$ cat src/inc/srp_map.svh
// Offsets, field positions, reset values and timing counts of the port
`ifndef SRP_MAP_SVH
`define SRP_MAP_SVH

// ----------------------------------------------------------------------
// Serial frame geometry
// ----------------------------------------------------------------------
`define SRP_ADDR_W        7
`define SRP_DATA_W        8
`define SRP_NUM_REGS      128
`define SRP_BITCNT_LAST   3'h7

// ----------------------------------------------------------------------
// Register offsets
// ----------------------------------------------------------------------
`define SRP_REG_MODE      7'h07
`define SRP_REG_XTAL      7'h62
`define SRP_REG_CALCTL    7'h55

// ----------------------------------------------------------------------
// Field positions in operating_mode_control and in the calibration control register
// ----------------------------------------------------------------------
`define SRP_MODE_XTON     0
`define SRP_MODE_PLLON    1
`define SRP_MODE_TXON     3
`define SRP_MODE_ENLBD    5
`define SRP_MODE_ENWT     6
`define SRP_MODE_SWRES    7
`define SRP_CALCTL_CALEN  3

// ----------------------------------------------------------------------
// Reset values
// ----------------------------------------------------------------------
`define SRP_MODE_RST      8'h01
`define SRP_CALCTL_RST    8'h08
`define SRP_XTAL_RST      8'h00
`define SRP_OTHER_RST     8'h00
`define SRP_SYNC_RST      4'hc

// ----------------------------------------------------------------------
// Timing: printed times and derived cycle counts at the core clock
// ----------------------------------------------------------------------
`define SRP_CLK_MHZ       250
`define SRP_TMR_W         22
`define SRP_T_POR_MS      16
`define SRP_T_SOFT_US     100
`define SRP_T_XTAL_US     600
`define SRP_T_CAL_US      100
`define SRP_T_SETTLE_US   100
`define SRP_T_RAMP_US     5
`define SRP_POR_CYC       (`SRP_T_POR_MS * 1000 * `SRP_CLK_MHZ)
`define SRP_SOFT_CYC      (`SRP_T_SOFT_US * `SRP_CLK_MHZ)
`define SRP_XTAL_CYC      (`SRP_T_XTAL_US * `SRP_CLK_MHZ)
`define SRP_CAL_CYC       (`SRP_T_CAL_US * `SRP_CLK_MHZ)
`define SRP_SETTLE_CYC    (`SRP_T_SETTLE_US * `SRP_CLK_MHZ)
`define SRP_RAMP_CYC      (`SRP_T_RAMP_US * `SRP_CLK_MHZ)

`endif

$ cat src/inc/srp_pkg.sv
// Types shared by the serial register port and its mode controller
`include "srp_map.svh"

package srp_pkg;

	// ------------------------------------------------------------------
	// Radio state machine, Gray codes along the transmit path
	// ------------------------------------------------------------------
	typedef enum logic [3:0] {
		SRP_SHDN   = 4'h0,
		SRP_POR    = 4'h1,
		SRP_IDLE   = 4'h3,
		SRP_XTAL   = 4'h2,
		SRP_PLLEN  = 4'h6,
		SRP_CAL    = 4'h7,
		SRP_SETTLE = 4'h5,
		SRP_RAMP   = 4'h4,
		SRP_TX     = 4'hc,
		SRP_SWRST  = 4'hb
	} srp_state_e;

	// Block enables driven toward the analog side
	typedef struct packed {
		logic lp_reg;
		logic main_reg;
		logic wut;
		logic lbd;
		logic xtal;
		logic synth;
		logic cal;
		logic pa;
		logic tx;
	} srp_pwr_s;

	typedef logic [`SRP_NUM_REGS-1:0][`SRP_DATA_W-1:0] srp_regs_t;

	// Whole state of the main controller
	typedef struct packed {
		srp_state_e                state;
		srp_pwr_s                  pwr;
		srp_regs_t                 regs;
		logic                      sclk_d;
		logic [2:0]                bitcnt;
		logic                      hdr_done;
		logic                      is_write;
		logic [`SRP_ADDR_W-1:0]    addr;
		logic [`SRP_DATA_W-1:0]    shreg;
		logic [`SRP_DATA_W-1:0]    out_sr;
		logic                      sdo;
		logic                      sdo_oe;
	} srp_core_s;

	typedef struct packed {
		logic [3:0] meta;
		logic [3:0] stable;
	} srp_sync_s;

	typedef struct packed {
		logic [`SRP_TMR_W-1:0] cnt;
	} srp_timer_s;

endpackage : srp_pkg

$ cat src/hw/srp_mode_ctrl.sv
// Serial register port and operating-mode sequencer of the transmitter
//
// Notes on behaviour
// - Frames: direction bit, 7-bit address, data byte.
// - Direction one writes, zero reads.
// - Address picks one of 128 byte registers.
// - Address and data captured every eight clocks.
// - Read ignores the data bits shifted in.
// - Read data leaves on next eight falling edges.
// - Output holds last bit until select released.
// - Select high: output released, pulled high.
// - Burst: address increments after every byte.
// - Power-down pin: lowest power, registers lost.
// - Falling power-down edge starts power-on reset.
// - Every reset ends in idle ready mode.
// - Mode zero: standby, low-power regulator only.
// - Wake-timer bit selects sleep with timer.
// - Battery-detect bit turns detector on.
// - Crystal keep-on bit selects ready mode.
// - Synth keep-on: tune mode, crystal forced on.
// - Transmit request runs sequencer, skipping satisfied steps.
// - Calibration skipped when enable bit clear.
`timescale 1ns/1ps
`default_nettype none

module srp_mode_ctrl
	import srp_pkg::*;
#(
	parameter logic [`SRP_TMR_W-1:0] POR_CYCLES    = `SRP_TMR_W'(`SRP_POR_CYC),
	parameter logic [`SRP_TMR_W-1:0] SOFT_CYCLES   = `SRP_TMR_W'(`SRP_SOFT_CYC),
	parameter logic [`SRP_TMR_W-1:0] XTAL_CYCLES   = `SRP_TMR_W'(`SRP_XTAL_CYC),
	parameter logic [`SRP_TMR_W-1:0] CAL_CYCLES    = `SRP_TMR_W'(`SRP_CAL_CYC),
	parameter logic [`SRP_TMR_W-1:0] SETTLE_CYCLES =
		`SRP_TMR_W'(`SRP_SETTLE_CYC)
)
(
	input  wire logic       clock,              // Core clock, 250 MHz
	input  wire logic       sys_rst,            // Synchronous reset
	input  wire logic       clk_en,             // Freezes state when low
	input  wire logic       sclk,               // Serial clock from host
	input  wire logic       sdi,                // Serial data in
	input  wire logic       chip_select_n,      // Frame select, low
	input  wire logic       power_down_pin,     // Shutdown request, high
	output logic            sdo,                // Serial data out
	output logic            sdo_oe,             // High while driving sdo
	output logic            low_power_regulator,// Low-power regulator on
	output logic            main_regulator,     // Main regulator on
	output logic            wake_timer_on,      // Wake-up timer running
	output logic            battery_detect_on,  // Low battery detector on
	output logic            xtal_osc_on,        // Crystal oscillator on
	output logic            synth_on,           // Synthesizer enabled
	output logic            cal_active,         // Oscillator calibration
	output logic            pa_on,              // Amplifier on or ramping
	output logic            tx_active,          // Transmitting
	output logic      [3:0] radio_state         // Current state code
);

	// ------------------------------------------------------------------
	// Local constants
	// ------------------------------------------------------------------
	localparam logic [`SRP_TMR_W-1:0] RAMP_CYCLES =
		`SRP_TMR_W'(`SRP_RAMP_CYC);

	// ------------------------------------------------------------------
	// Helper functions
	// ------------------------------------------------------------------

	// Register contents after any reset or shutdown
	function automatic srp_regs_t default_regs();
		srp_regs_t d;
		d                   = {`SRP_NUM_REGS{`SRP_OTHER_RST}};
		d[`SRP_REG_MODE]    = `SRP_MODE_RST;
		d[`SRP_REG_CALCTL]  = `SRP_CALCTL_RST;
		d[`SRP_REG_XTAL]    = `SRP_XTAL_RST;
		return d;
	endfunction : default_regs

	// Next address of a burst, wraps within the 128 registers
	function automatic logic [`SRP_ADDR_W-1:0] next_addr(
		input logic [`SRP_ADDR_W-1:0] a
	);
		return a + `SRP_ADDR_W'(1);
	endfunction : next_addr

	// Block enables for a state and a mode register value
	function automatic srp_pwr_s power_of(
		input srp_state_e            st,
		input logic [`SRP_DATA_W-1:0] m
	);
		srp_pwr_s p;
		p = '0;
		unique case (st)
			SRP_SHDN:
			begin
				p = '0;
			end
			SRP_POR, SRP_SWRST:
			begin
				p.main_reg = 1'b1;
			end
			SRP_IDLE:
			begin
				// Synth keep-on forces crystal on too
				p.xtal     = m[`SRP_MODE_XTON] | m[`SRP_MODE_PLLON];
				p.synth    = m[`SRP_MODE_PLLON];
				p.lbd      = m[`SRP_MODE_ENLBD];
				p.wut      = m[`SRP_MODE_ENWT];
				p.main_reg = p.xtal | p.lbd;
				p.lp_reg   = ~p.main_reg;
			end
			SRP_XTAL, SRP_PLLEN:
			begin
				p.main_reg = 1'b1;
				p.xtal     = 1'b1;
				p.synth    = (st == SRP_PLLEN);
			end
			SRP_CAL, SRP_SETTLE:
			begin
				p.main_reg = 1'b1;
				p.xtal     = 1'b1;
				p.synth    = 1'b1;
				p.cal      = (st == SRP_CAL);
			end
			SRP_RAMP, SRP_TX:
			begin
				p.main_reg = 1'b1;
				p.xtal     = 1'b1;
				p.synth    = 1'b1;
				p.pa       = 1'b1;
				p.tx       = (st == SRP_TX);
			end
			default:
			begin
				p = '0;
			end
		endcase
		return p;
	endfunction : power_of

	// Reset image of the whole state
	function automatic srp_core_s core_reset();
		srp_core_s c;
		c       = '0;
		c.state = SRP_SHDN;
		c.regs  = default_regs();
		c.sdo   = 1'b1;
		return c;
	endfunction : core_reset

	localparam srp_core_s CORE_RST = core_reset();

	// ------------------------------------------------------------------
	// Signals
	// ------------------------------------------------------------------
	srp_core_s              r;          // Registered state
	srp_core_s              next_r;     // Next state
	logic [3:0]             pins_sync;  // {pdn, csn, sdi, sclk}
	logic                   sclk_s;     // Synchronised serial clock
	logic                   sdi_s;      // Synchronised data in
	logic                   csn_s;      // Synchronised select
	logic                   pdn_s;      // Synchronised power-down
	logic                   tmr_load;   // Start a timed wait
	logic [`SRP_TMR_W-1:0]  tmr_val;    // Length of that wait
	logic                   tmr_done;   // Wait has elapsed

	// ------------------------------------------------------------------
	// Pin synchroniser and step timer
	// ------------------------------------------------------------------
	srp_sync u_sync (
		.clock     (clock),
		.sys_rst   (sys_rst),
		.clk_en    (clk_en),
		.pins_in   ({power_down_pin, chip_select_n, sdi, sclk}),
		.pins_sync (pins_sync)
	);

	srp_delay_timer u_timer (
		.clock    (clock),
		.sys_rst  (sys_rst),
		.clk_en   (clk_en),
		.load     (tmr_load),
		.load_val (tmr_val),
		.done     (tmr_done)
	);

	assign pdn_s  = pins_sync[3];
	assign csn_s  = pins_sync[2];
	assign sdi_s  = pins_sync[1];
	assign sclk_s = pins_sync[0];

	// ------------------------------------------------------------------
	// Next-state logic: serial engine then radio state machine
	// ------------------------------------------------------------------
	always_comb
	begin
		logic                    rise;     // Serial clock rising
		logic                    fall;     // Serial clock falling
		logic                    serial_ok;// Port usable in this state
		logic                    soft_go;  // Soft reset written
		logic [`SRP_DATA_W-1:0]  sh;       // Shift value after rise
		logic [`SRP_DATA_W-1:0]  mode;     // Mode register, next value
		rise      = 1'b0;
		fall      = 1'b0;
		serial_ok = 1'b0;
		soft_go   = 1'b0;
		sh        = '0;
		mode      = '0;
		next_r    = r;
		tmr_load  = 1'b0;
		tmr_val   = '0;

		// Edge detection on the stable serial clock
		next_r.sclk_d = sclk_s;
		rise          = sclk_s & ~r.sclk_d;
		fall          = ~sclk_s & r.sclk_d;
		serial_ok     = (r.state != SRP_SHDN) && (r.state != SRP_POR) &&
			(r.state != SRP_SWRST);

		// -------------------------------------------------------------
		// Serial frame engine
		// -------------------------------------------------------------
		if (csn_s || !serial_ok)
		begin
			// Released select: drop frame, let pull-up win
			next_r.bitcnt   = '0;
			next_r.hdr_done = 1'b0;
			next_r.sdo      = 1'b1;
			next_r.sdo_oe   = 1'b0;
		end
		else
		begin
			next_r.sdo_oe = 1'b1;
			if (rise)
			begin
				// Sample on rising edge, MSB first
				sh            = {r.shreg[`SRP_DATA_W-2:0], sdi_s};
				next_r.shreg  = sh;
				next_r.bitcnt = r.bitcnt + 3'h1;
				if (r.bitcnt == `SRP_BITCNT_LAST)
				begin
					if (!r.hdr_done)
					begin
						// Header byte: direction, then address
						next_r.hdr_done = 1'b1;
						next_r.is_write = sh[`SRP_DATA_W-1];
						next_r.addr     = sh[`SRP_ADDR_W-1:0];
						next_r.out_sr   = r.regs[sh[`SRP_ADDR_W-1:0]];
					end
					else if (r.is_write)
					begin
						// Data byte of a write, then move on
						next_r.regs[r.addr] = sh;
						next_r.addr         = next_addr(r.addr);
						if (r.addr == `SRP_REG_MODE)
						begin
							soft_go = sh[`SRP_MODE_SWRES];
							next_r.regs[r.addr][`SRP_MODE_SWRES] = 1'b0;
						end
					end
					else
					begin
						// Read: input byte dropped, next register staged
						next_r.addr   = next_addr(r.addr);
						next_r.out_sr = r.regs[next_addr(r.addr)];
					end
				end
			end
			else if (fall && r.hdr_done && !r.is_write)
			begin
				// Shift out on falling edges; last bit holds
				next_r.sdo    = r.out_sr[`SRP_DATA_W-1];
				next_r.out_sr = {r.out_sr[`SRP_DATA_W-2:0], 1'b0};
			end
		end

		mode = next_r.regs[`SRP_REG_MODE];

		// -------------------------------------------------------------
		// Radio state machine and transmit sequencer
		// -------------------------------------------------------------
		unique case (r.state)
			SRP_SHDN:
			begin
				// Leaving shutdown starts a power-on reset
				if (!pdn_s)
				begin
					next_r.state = SRP_POR;
					tmr_load     = 1'b1;
					tmr_val      = POR_CYCLES;
				end
			end
			SRP_POR, SRP_SWRST:
			begin
				// Both resets end in idle ready mode
				if (tmr_done)
				begin
					next_r.state = SRP_IDLE;
				end
			end
			SRP_IDLE:
			begin
				// Skip steps already running in this idle mode
				if (mode[`SRP_MODE_TXON])
				begin
					if (mode[`SRP_MODE_PLLON])
					begin
						next_r.state = SRP_RAMP;
						tmr_load     = 1'b1;
						tmr_val      = RAMP_CYCLES;
					end
					else if (mode[`SRP_MODE_XTON])
					begin
						next_r.state = SRP_PLLEN;
					end
					else
					begin
						next_r.state = SRP_XTAL;
						tmr_load     = 1'b1;
						tmr_val      = XTAL_CYCLES;
					end
				end
			end
			SRP_XTAL:
			begin
				// Crystal start-up wait
				if (tmr_done)
				begin
					next_r.state = SRP_PLLEN;
				end
			end
			SRP_PLLEN:
			begin
				// Calibrate only when enabled
				tmr_load = 1'b1;
				if (r.regs[`SRP_REG_CALCTL][`SRP_CALCTL_CALEN])
				begin
					next_r.state = SRP_CAL;
					tmr_val      = CAL_CYCLES;
				end
				else
				begin
					next_r.state = SRP_SETTLE;
					tmr_val      = SETTLE_CYCLES;
				end
			end
			SRP_CAL:
			begin
				// Calibration over, synthesizer settles
				if (tmr_done)
				begin
					next_r.state = SRP_SETTLE;
					tmr_load     = 1'b1;
					tmr_val      = SETTLE_CYCLES;
				end
			end
			SRP_SETTLE:
			begin
				// Settled, amplifier ramps
				if (tmr_done)
				begin
					next_r.state = SRP_RAMP;
					tmr_load     = 1'b1;
					tmr_val      = RAMP_CYCLES;
				end
			end
			SRP_RAMP:
			begin
				// Ramp complete, transmit
				if (tmr_done)
				begin
					next_r.state = SRP_TX;
				end
			end
			SRP_TX:
			begin
				// Stay while transmit is requested
				next_r.state = SRP_TX;
			end
			default:
			begin
				next_r.state = SRP_SHDN;
			end
		endcase

		// Dropping the transmit request returns to idle
		if ((r.state inside {SRP_XTAL, SRP_PLLEN, SRP_CAL, SRP_SETTLE,
			SRP_RAMP, SRP_TX}) && !mode[`SRP_MODE_TXON])
		begin
			next_r.state = SRP_IDLE;
		end

		// Soft reset restores registers and waits out its time
		if (soft_go)
		begin
			next_r.state = SRP_SWRST;
			next_r.regs  = default_regs();
			tmr_load     = 1'b1;
			tmr_val      = SOFT_CYCLES;
		end

		// Power-down pin overrides everything, contents lost
		if (pdn_s)
		begin
			next_r.state    = SRP_SHDN;
			next_r.regs     = default_regs();
			next_r.hdr_done = 1'b0;
			next_r.bitcnt   = '0;
			next_r.sdo      = 1'b1;
			next_r.sdo_oe   = 1'b0;
			tmr_load        = 1'b0;
		end

		// Registered block enables follow the next state
		next_r.pwr = power_of(next_r.state, next_r.regs[`SRP_REG_MODE]);
	end

	// ------------------------------------------------------------------
	// State register
	// ------------------------------------------------------------------
	always_ff @(posedge clock)
	begin
		if (sys_rst)
		begin
			r <= CORE_RST;
		end
		else if (clk_en)
		begin
			r <= next_r;
		end
	end

	// ------------------------------------------------------------------
	// Outputs, all from flip-flops
	// ------------------------------------------------------------------
	assign sdo                 = r.sdo;
	assign sdo_oe              = r.sdo_oe;
	assign low_power_regulator = r.pwr.lp_reg;
	assign main_regulator      = r.pwr.main_reg;
	assign wake_timer_on       = r.pwr.wut;
	assign battery_detect_on   = r.pwr.lbd;
	assign xtal_osc_on         = r.pwr.xtal;
	assign synth_on            = r.pwr.synth;
	assign cal_active          = r.pwr.cal;
	assign pa_on               = r.pwr.pa;
	assign tx_active           = r.pwr.tx;
	assign radio_state         = r.state;

endmodule : srp_mode_ctrl

`default_nettype wire

$ cat src/hw/srp_sync.sv
// Two-flop synchroniser for the four pins from the host side
`timescale 1ns/1ps
`default_nettype none

module srp_sync
	import srp_pkg::*;
(
	input  wire logic       clock,     // Core clock
	input  wire logic       sys_rst,   // Synchronous reset
	input  wire logic       clk_en,    // Freezes state when low
	input  wire logic [3:0] pins_in,   // {pdn, csn, sdi, sclk} raw
	output logic      [3:0] pins_sync  // Same order, resynchronised
);

	srp_sync_s r;       // Registered state
	srp_sync_s next_r;  // Next state

	// ------------------------------------------------------------------
	// Next state: first stage feeds only the second stage
	// ------------------------------------------------------------------
	always_comb
	begin
		next_r        = r;
		next_r.meta   = pins_in;
		next_r.stable = r.meta;
	end

	// ------------------------------------------------------------------
	// State register
	// ------------------------------------------------------------------
	always_ff @(posedge clock)
	begin
		if (sys_rst)
		begin
			r <= {`SRP_SYNC_RST, `SRP_SYNC_RST};
		end
		else if (clk_en)
		begin
			r <= next_r;
		end
	end

	assign pins_sync = r.stable;

endmodule : srp_sync

`default_nettype wire

$ cat src/hw/srp_delay_timer.sv
// Down-counter that times the sequencer steps and resets
`timescale 1ns/1ps
`default_nettype none

module srp_delay_timer
	import srp_pkg::*;
(
	input  wire logic                  clock,    // Core clock
	input  wire logic                  sys_rst,  // Synchronous reset
	input  wire logic                  clk_en,   // Freezes state when low
	input  wire logic                  load,     // Start a new wait
	input  wire logic [`SRP_TMR_W-1:0] load_val, // Cycles to wait
	output logic                       done      // Count has run out
);

	srp_timer_s r;       // Registered state
	srp_timer_s next_r;  // Next state

	// ------------------------------------------------------------------
	// Load wins over counting
	// ------------------------------------------------------------------
	always_comb
	begin
		next_r = r;
		if (load)
		begin
			next_r.cnt = load_val;
		end
		else if (r.cnt != '0)
		begin
			next_r.cnt = r.cnt - `SRP_TMR_W'(1);
		end
	end

	// ------------------------------------------------------------------
	// State register
	// ------------------------------------------------------------------
	always_ff @(posedge clock)
	begin
		if (sys_rst)
		begin
			r <= '0;
		end
		else if (clk_en)
		begin
			r <= next_r;
		end
	end

	assign done = (r.cnt == '0);

endmodule : srp_delay_timer

`default_nettype wire

$ cat config.mk
export PLATFORM = sky130hd
export DESIGN_NAME = srp_mode_ctrl
export DESIGN_NICKNAME = d
export VERILOG_FILES = /design/src/inc/srp_pkg.sv /design/src/hw/srp_mode_ctrl.sv /design/src/hw/srp_sync.sv /design/src/hw/srp_delay_timer.sv
export VERILOG_INCLUDE_DIRS = /design/src /design/src/inc
export SDC_FILE = /design/constraint.sdc
export NUM_CORES = 2
export LEC_CHECK = 0
export ABC_AREA = 0
export BUFFER_PORTS_ARGS = -buffer_cell sky130_fd_sc_hd__buf_2
export CAP_MARGIN = 20
export CORE_UTILIZATION = 50
export CTS_CLUSTER_SIZE = 8
export DETAILED_ROUTE_END_ITERATION = 10
export GPL_TIMING_DRIVEN = 1
export PLACE_DENSITY = 0.65
export RECOVER_POWER = 50
export SLEW_MARGIN = 20
export SYNTH_ARGS = -nofsm -noshare
export SYNTH_HDL_FRONTEND = slang
export SYNTH_SLANG_ARGS = --single-unit
$ cat constraint.sdc
create_clock -name clock -period 4.33 [get_ports clock]
set_clock_uncertainty 0.2 [all_clocks]
set_input_delay 0.433 -clock clock [delete_from_list [all_inputs] [get_ports clock]]
set_output_delay 0.433 -clock clock [all_outputs]
set_load 0.02 [all_outputs]
==> metrics.md <==
| Metric | Value |
|---|---|
| Worst skew pair latency | 0.79 ns |
| Wire per inst | 28.8 microns |
| Avg Inst Size Synth | 9.03 sq um |
| CTS tree | built |
| DR iter-0 viols | 8,358 |
| Leakage | 0.0193 uW |
| RSZ-0062 raised after global routing | no |
| Fillers | 10.1k |
| Post-DP HPWL | 144,000 microns |
| Tcrit/Tclk final | 96.6% |
| Worst Setup Start Kind | input port |
| First-pass GRT wire length | 335,000 microns |
| Wirelength, routed | 227,000 microns |
| F_max | 0.239 GHz |
| Initial Util | 50.8% |
| Peak VDD IR | 375 uV |
| Prevailing post-synth register cell | dfxtp_1 |
| Status | complete, but fails checks |
| CTS clk-pin slew, worst paths | 0.05 ns |
| Post-synth ARST share | 0% |
| Hold Path Class | input port to flip-flop |
| Placed cell count | 7,662 |
| Final Non-Filler Cells | 7,853 |
| Synth cell types | 89 |
| Setup TNS | 0 ns |
| Residual DRC count | 0 |
| Critical Path AT | 4.68 ns |
| Tmin final | 4.18 ns |
| Post-route worst setup slack | 0.147 ns |
| Worst slew pin tran | 1.93 ns |
| H-tree lvl count | 4 |
| Initial antenna violation count | 10 |
| Syn. warnings | 0 |
| GP Congestion | 1.01 |
| Syn Nets | 6,479 |
| Post-Syn Area | 58,400 sq um |
| DIE WIDTH | 344 microns |
| Final Net Count | 6,329 |
| Commonest non-fill, non-tap cell in the layout | dfxtp_1 |
| Synthesized flop and latch total | 1,097 |
| Vias per inst | 6.89 |
| Gr ovfl total | 0 |
| Final hold violations | 0 |
| Die height | 344 microns |
| CTS root buffer | clkbuf_16 |
| CP required | 4.83 ns |
| Rows | 124 |
| Number of global-route vias before repair | 50.1k |
| ANT nets after route | 0 |
| Max-cap violations | 2 |
| Slew margin rel. | -28.5% |
| I/O Buffers | 21 |
| CTS buffer count | 155 |
| Core Region | 115,000 sq um |
| Final Power | 22,700 uW |
| Register area share after synthesis | 37.6% |
| Worst-case clock buffer depth | 3 |
| Pre-CTS WS | 0.247 ns |
| P&R area growth vs syn | 11.2% |
| Largest net degree at the start of global routing | 124 |
| Maximum fanout along the worst path | 23 |
| Final cell utilization of the core | 56.5% |
| Failing checks | capacitance limit, slew limit |
| Slew Limit Fails | 160 |
| Via count | 54.1k |
| Post-synthesis cell count | 6,468 |
| # setup viols final | 0 |
| Kind of critical path | input port to flip-flop |
| Most frequent cells in the layout | 1,089 x dfxtp_1, 1,007 x nand2_1, 716 x a21oi_1 |
| EDFF count, synth | 0 |
| Clock Sinks | 1,097 |
| Die area | 118,000 sq um |
| TritonRoute pass-1 iters | 8 |
| Endpoint type of the worst setup path | flip-flop |
| IO Count | 22 |
| Gr usage total | 37.7% |
| Share of layout cells above drive strength 1 | 16.8% |
| Power Density | 350 nW/um^2 |
[sequential cells by signal, indices dropped and copies added, names as in the netlist]
signal and cells:
tx_active 1, r 1052, battery_detect_on 1, radio_state 4
cal_active 1, low_power_regulator 1, pa_on 1, main_regulator 1
synth_on 1, u_timer.r 22, wake_timer_on 1, u_sync.next_r 4
sdo_oe 1, sdo 1, u_sync.pins_sync 4, xtal_osc_on 1
[synthesized netlist by cell type (15+ instances only)]
master,instances,area share (%)
nor4_1,19,0.20
clkbuf_1,399,2.6
mux2i_1,393,6.7
nand2_1,1009,6.5
nor2b_1,27,0.29
a31oi_1,151,1.6
o22ai_1,15,0.16
nand2b_1,20,0.21
buf_2,161,1.4
o21ai_0,69,0.59
a21oi_1,716,6.1
buf_4,41,0.53
nand3_1,708,6.1
nor3_1,27,0.23
dfxtp_1,1097,38
a32oi_1,27,0.41
a22oi_1,28,0.36
and2_1,16,0.17
buf_1,35,0.23
nor2_1,710,4.6
mux4_2,493,19
nand4_1,35,0.38
[logic make-up after synthesis]
logic type      after synthesis  share of synthesized area, %
buf+inv                     656                          4.93
simple gates               2672                          20.1
mux                         900                          26.0
fa+ha+maj                     4                        0.0857
xor+xnor                     13                         0.227
flops                      1097                          37.6
compound gates             1126                          11.0
[worst max-delay path: stages]
cell and delay (ns):
dlygate4sd3_1 0.53, clkbuf_1 0.62, inv_1 0.57, nor4b_2 0.90, clkbuf_2 0.66, clkbuf_2 0.59, nand3_1 0.16, a21oi_1 0.18
[stage by stage]
stage | hold WS [ns] | cell area (sq um)
after global routing | 0.267 | 64900
after detailed placement | 0.236 | 60800
after global placement | 0.239 | 60800
final | 0.228 | 64900
after CTS | 0.192 | 65100
after floorplan | 0.241 | 58400
[worst paths after layout]
check / end / slack (ns) / depth (start not counted) / start
setup / recovery: r[292] / 0.15 / 8 / clk_en
hold / removal: u_sync.next_r[2] / 0.23 / 4 / chip_select_n
setup reg to reg: r[292] / 0.20 / 11 / r[27]
hold reg to reg: r[639] / 0.26 / 2 / r[639]
[final cells by class]
| cell class | count | area, sq um | share of cell area [%] |
|---|---|---|---|
| Tap cell | 1512 | 1890 | 2.91 |
| Clock inverter | 11 | 184 | 0.283 |
| Inverter | 12 | 45.0 | 0.0694 |
| Multi-Input combinational cell | 4715 | 33700 | 51.9 |
| Sequential cell | 1097 | 22000 | 33.9 |
| Clock buffer | 167 | 4010 | 6.17 |
| Antenna cell | 2 | 5.00 | 0.00771 |
| Timing Repair Buffer | 337 | 3110 | 4.79 |
[timing repair]
| item | CTS | global route |
|---|---|---|
| resized for setup | 0 | 1 |
| hold buffers | 8 | 0 |
| endpoints found under the hold margin | 55 | 0 |
| setup endpoints to repair | 0 | 1 |
| buffers inserted | 0 | 2 |
[layer usage]
layer	GRT usage [%]	part of all wire (%)	wire length [microns]
met1	50.3	38	85600
met2	54.9	43	97500
met3	9.83	13	28400
met4	22.5	6.6	15000
met5	0	0.032	73
[power breakdown]
part           total [uW]  internal [uW]  leakage, uW  switching [uW]
sequential          10300          10200      0.00884            98.4
combinational        1310            411      0.00846             897
clock               11100           6490      0.00205            4630
No activity file was read; power rests on OpenSTA's default activity.
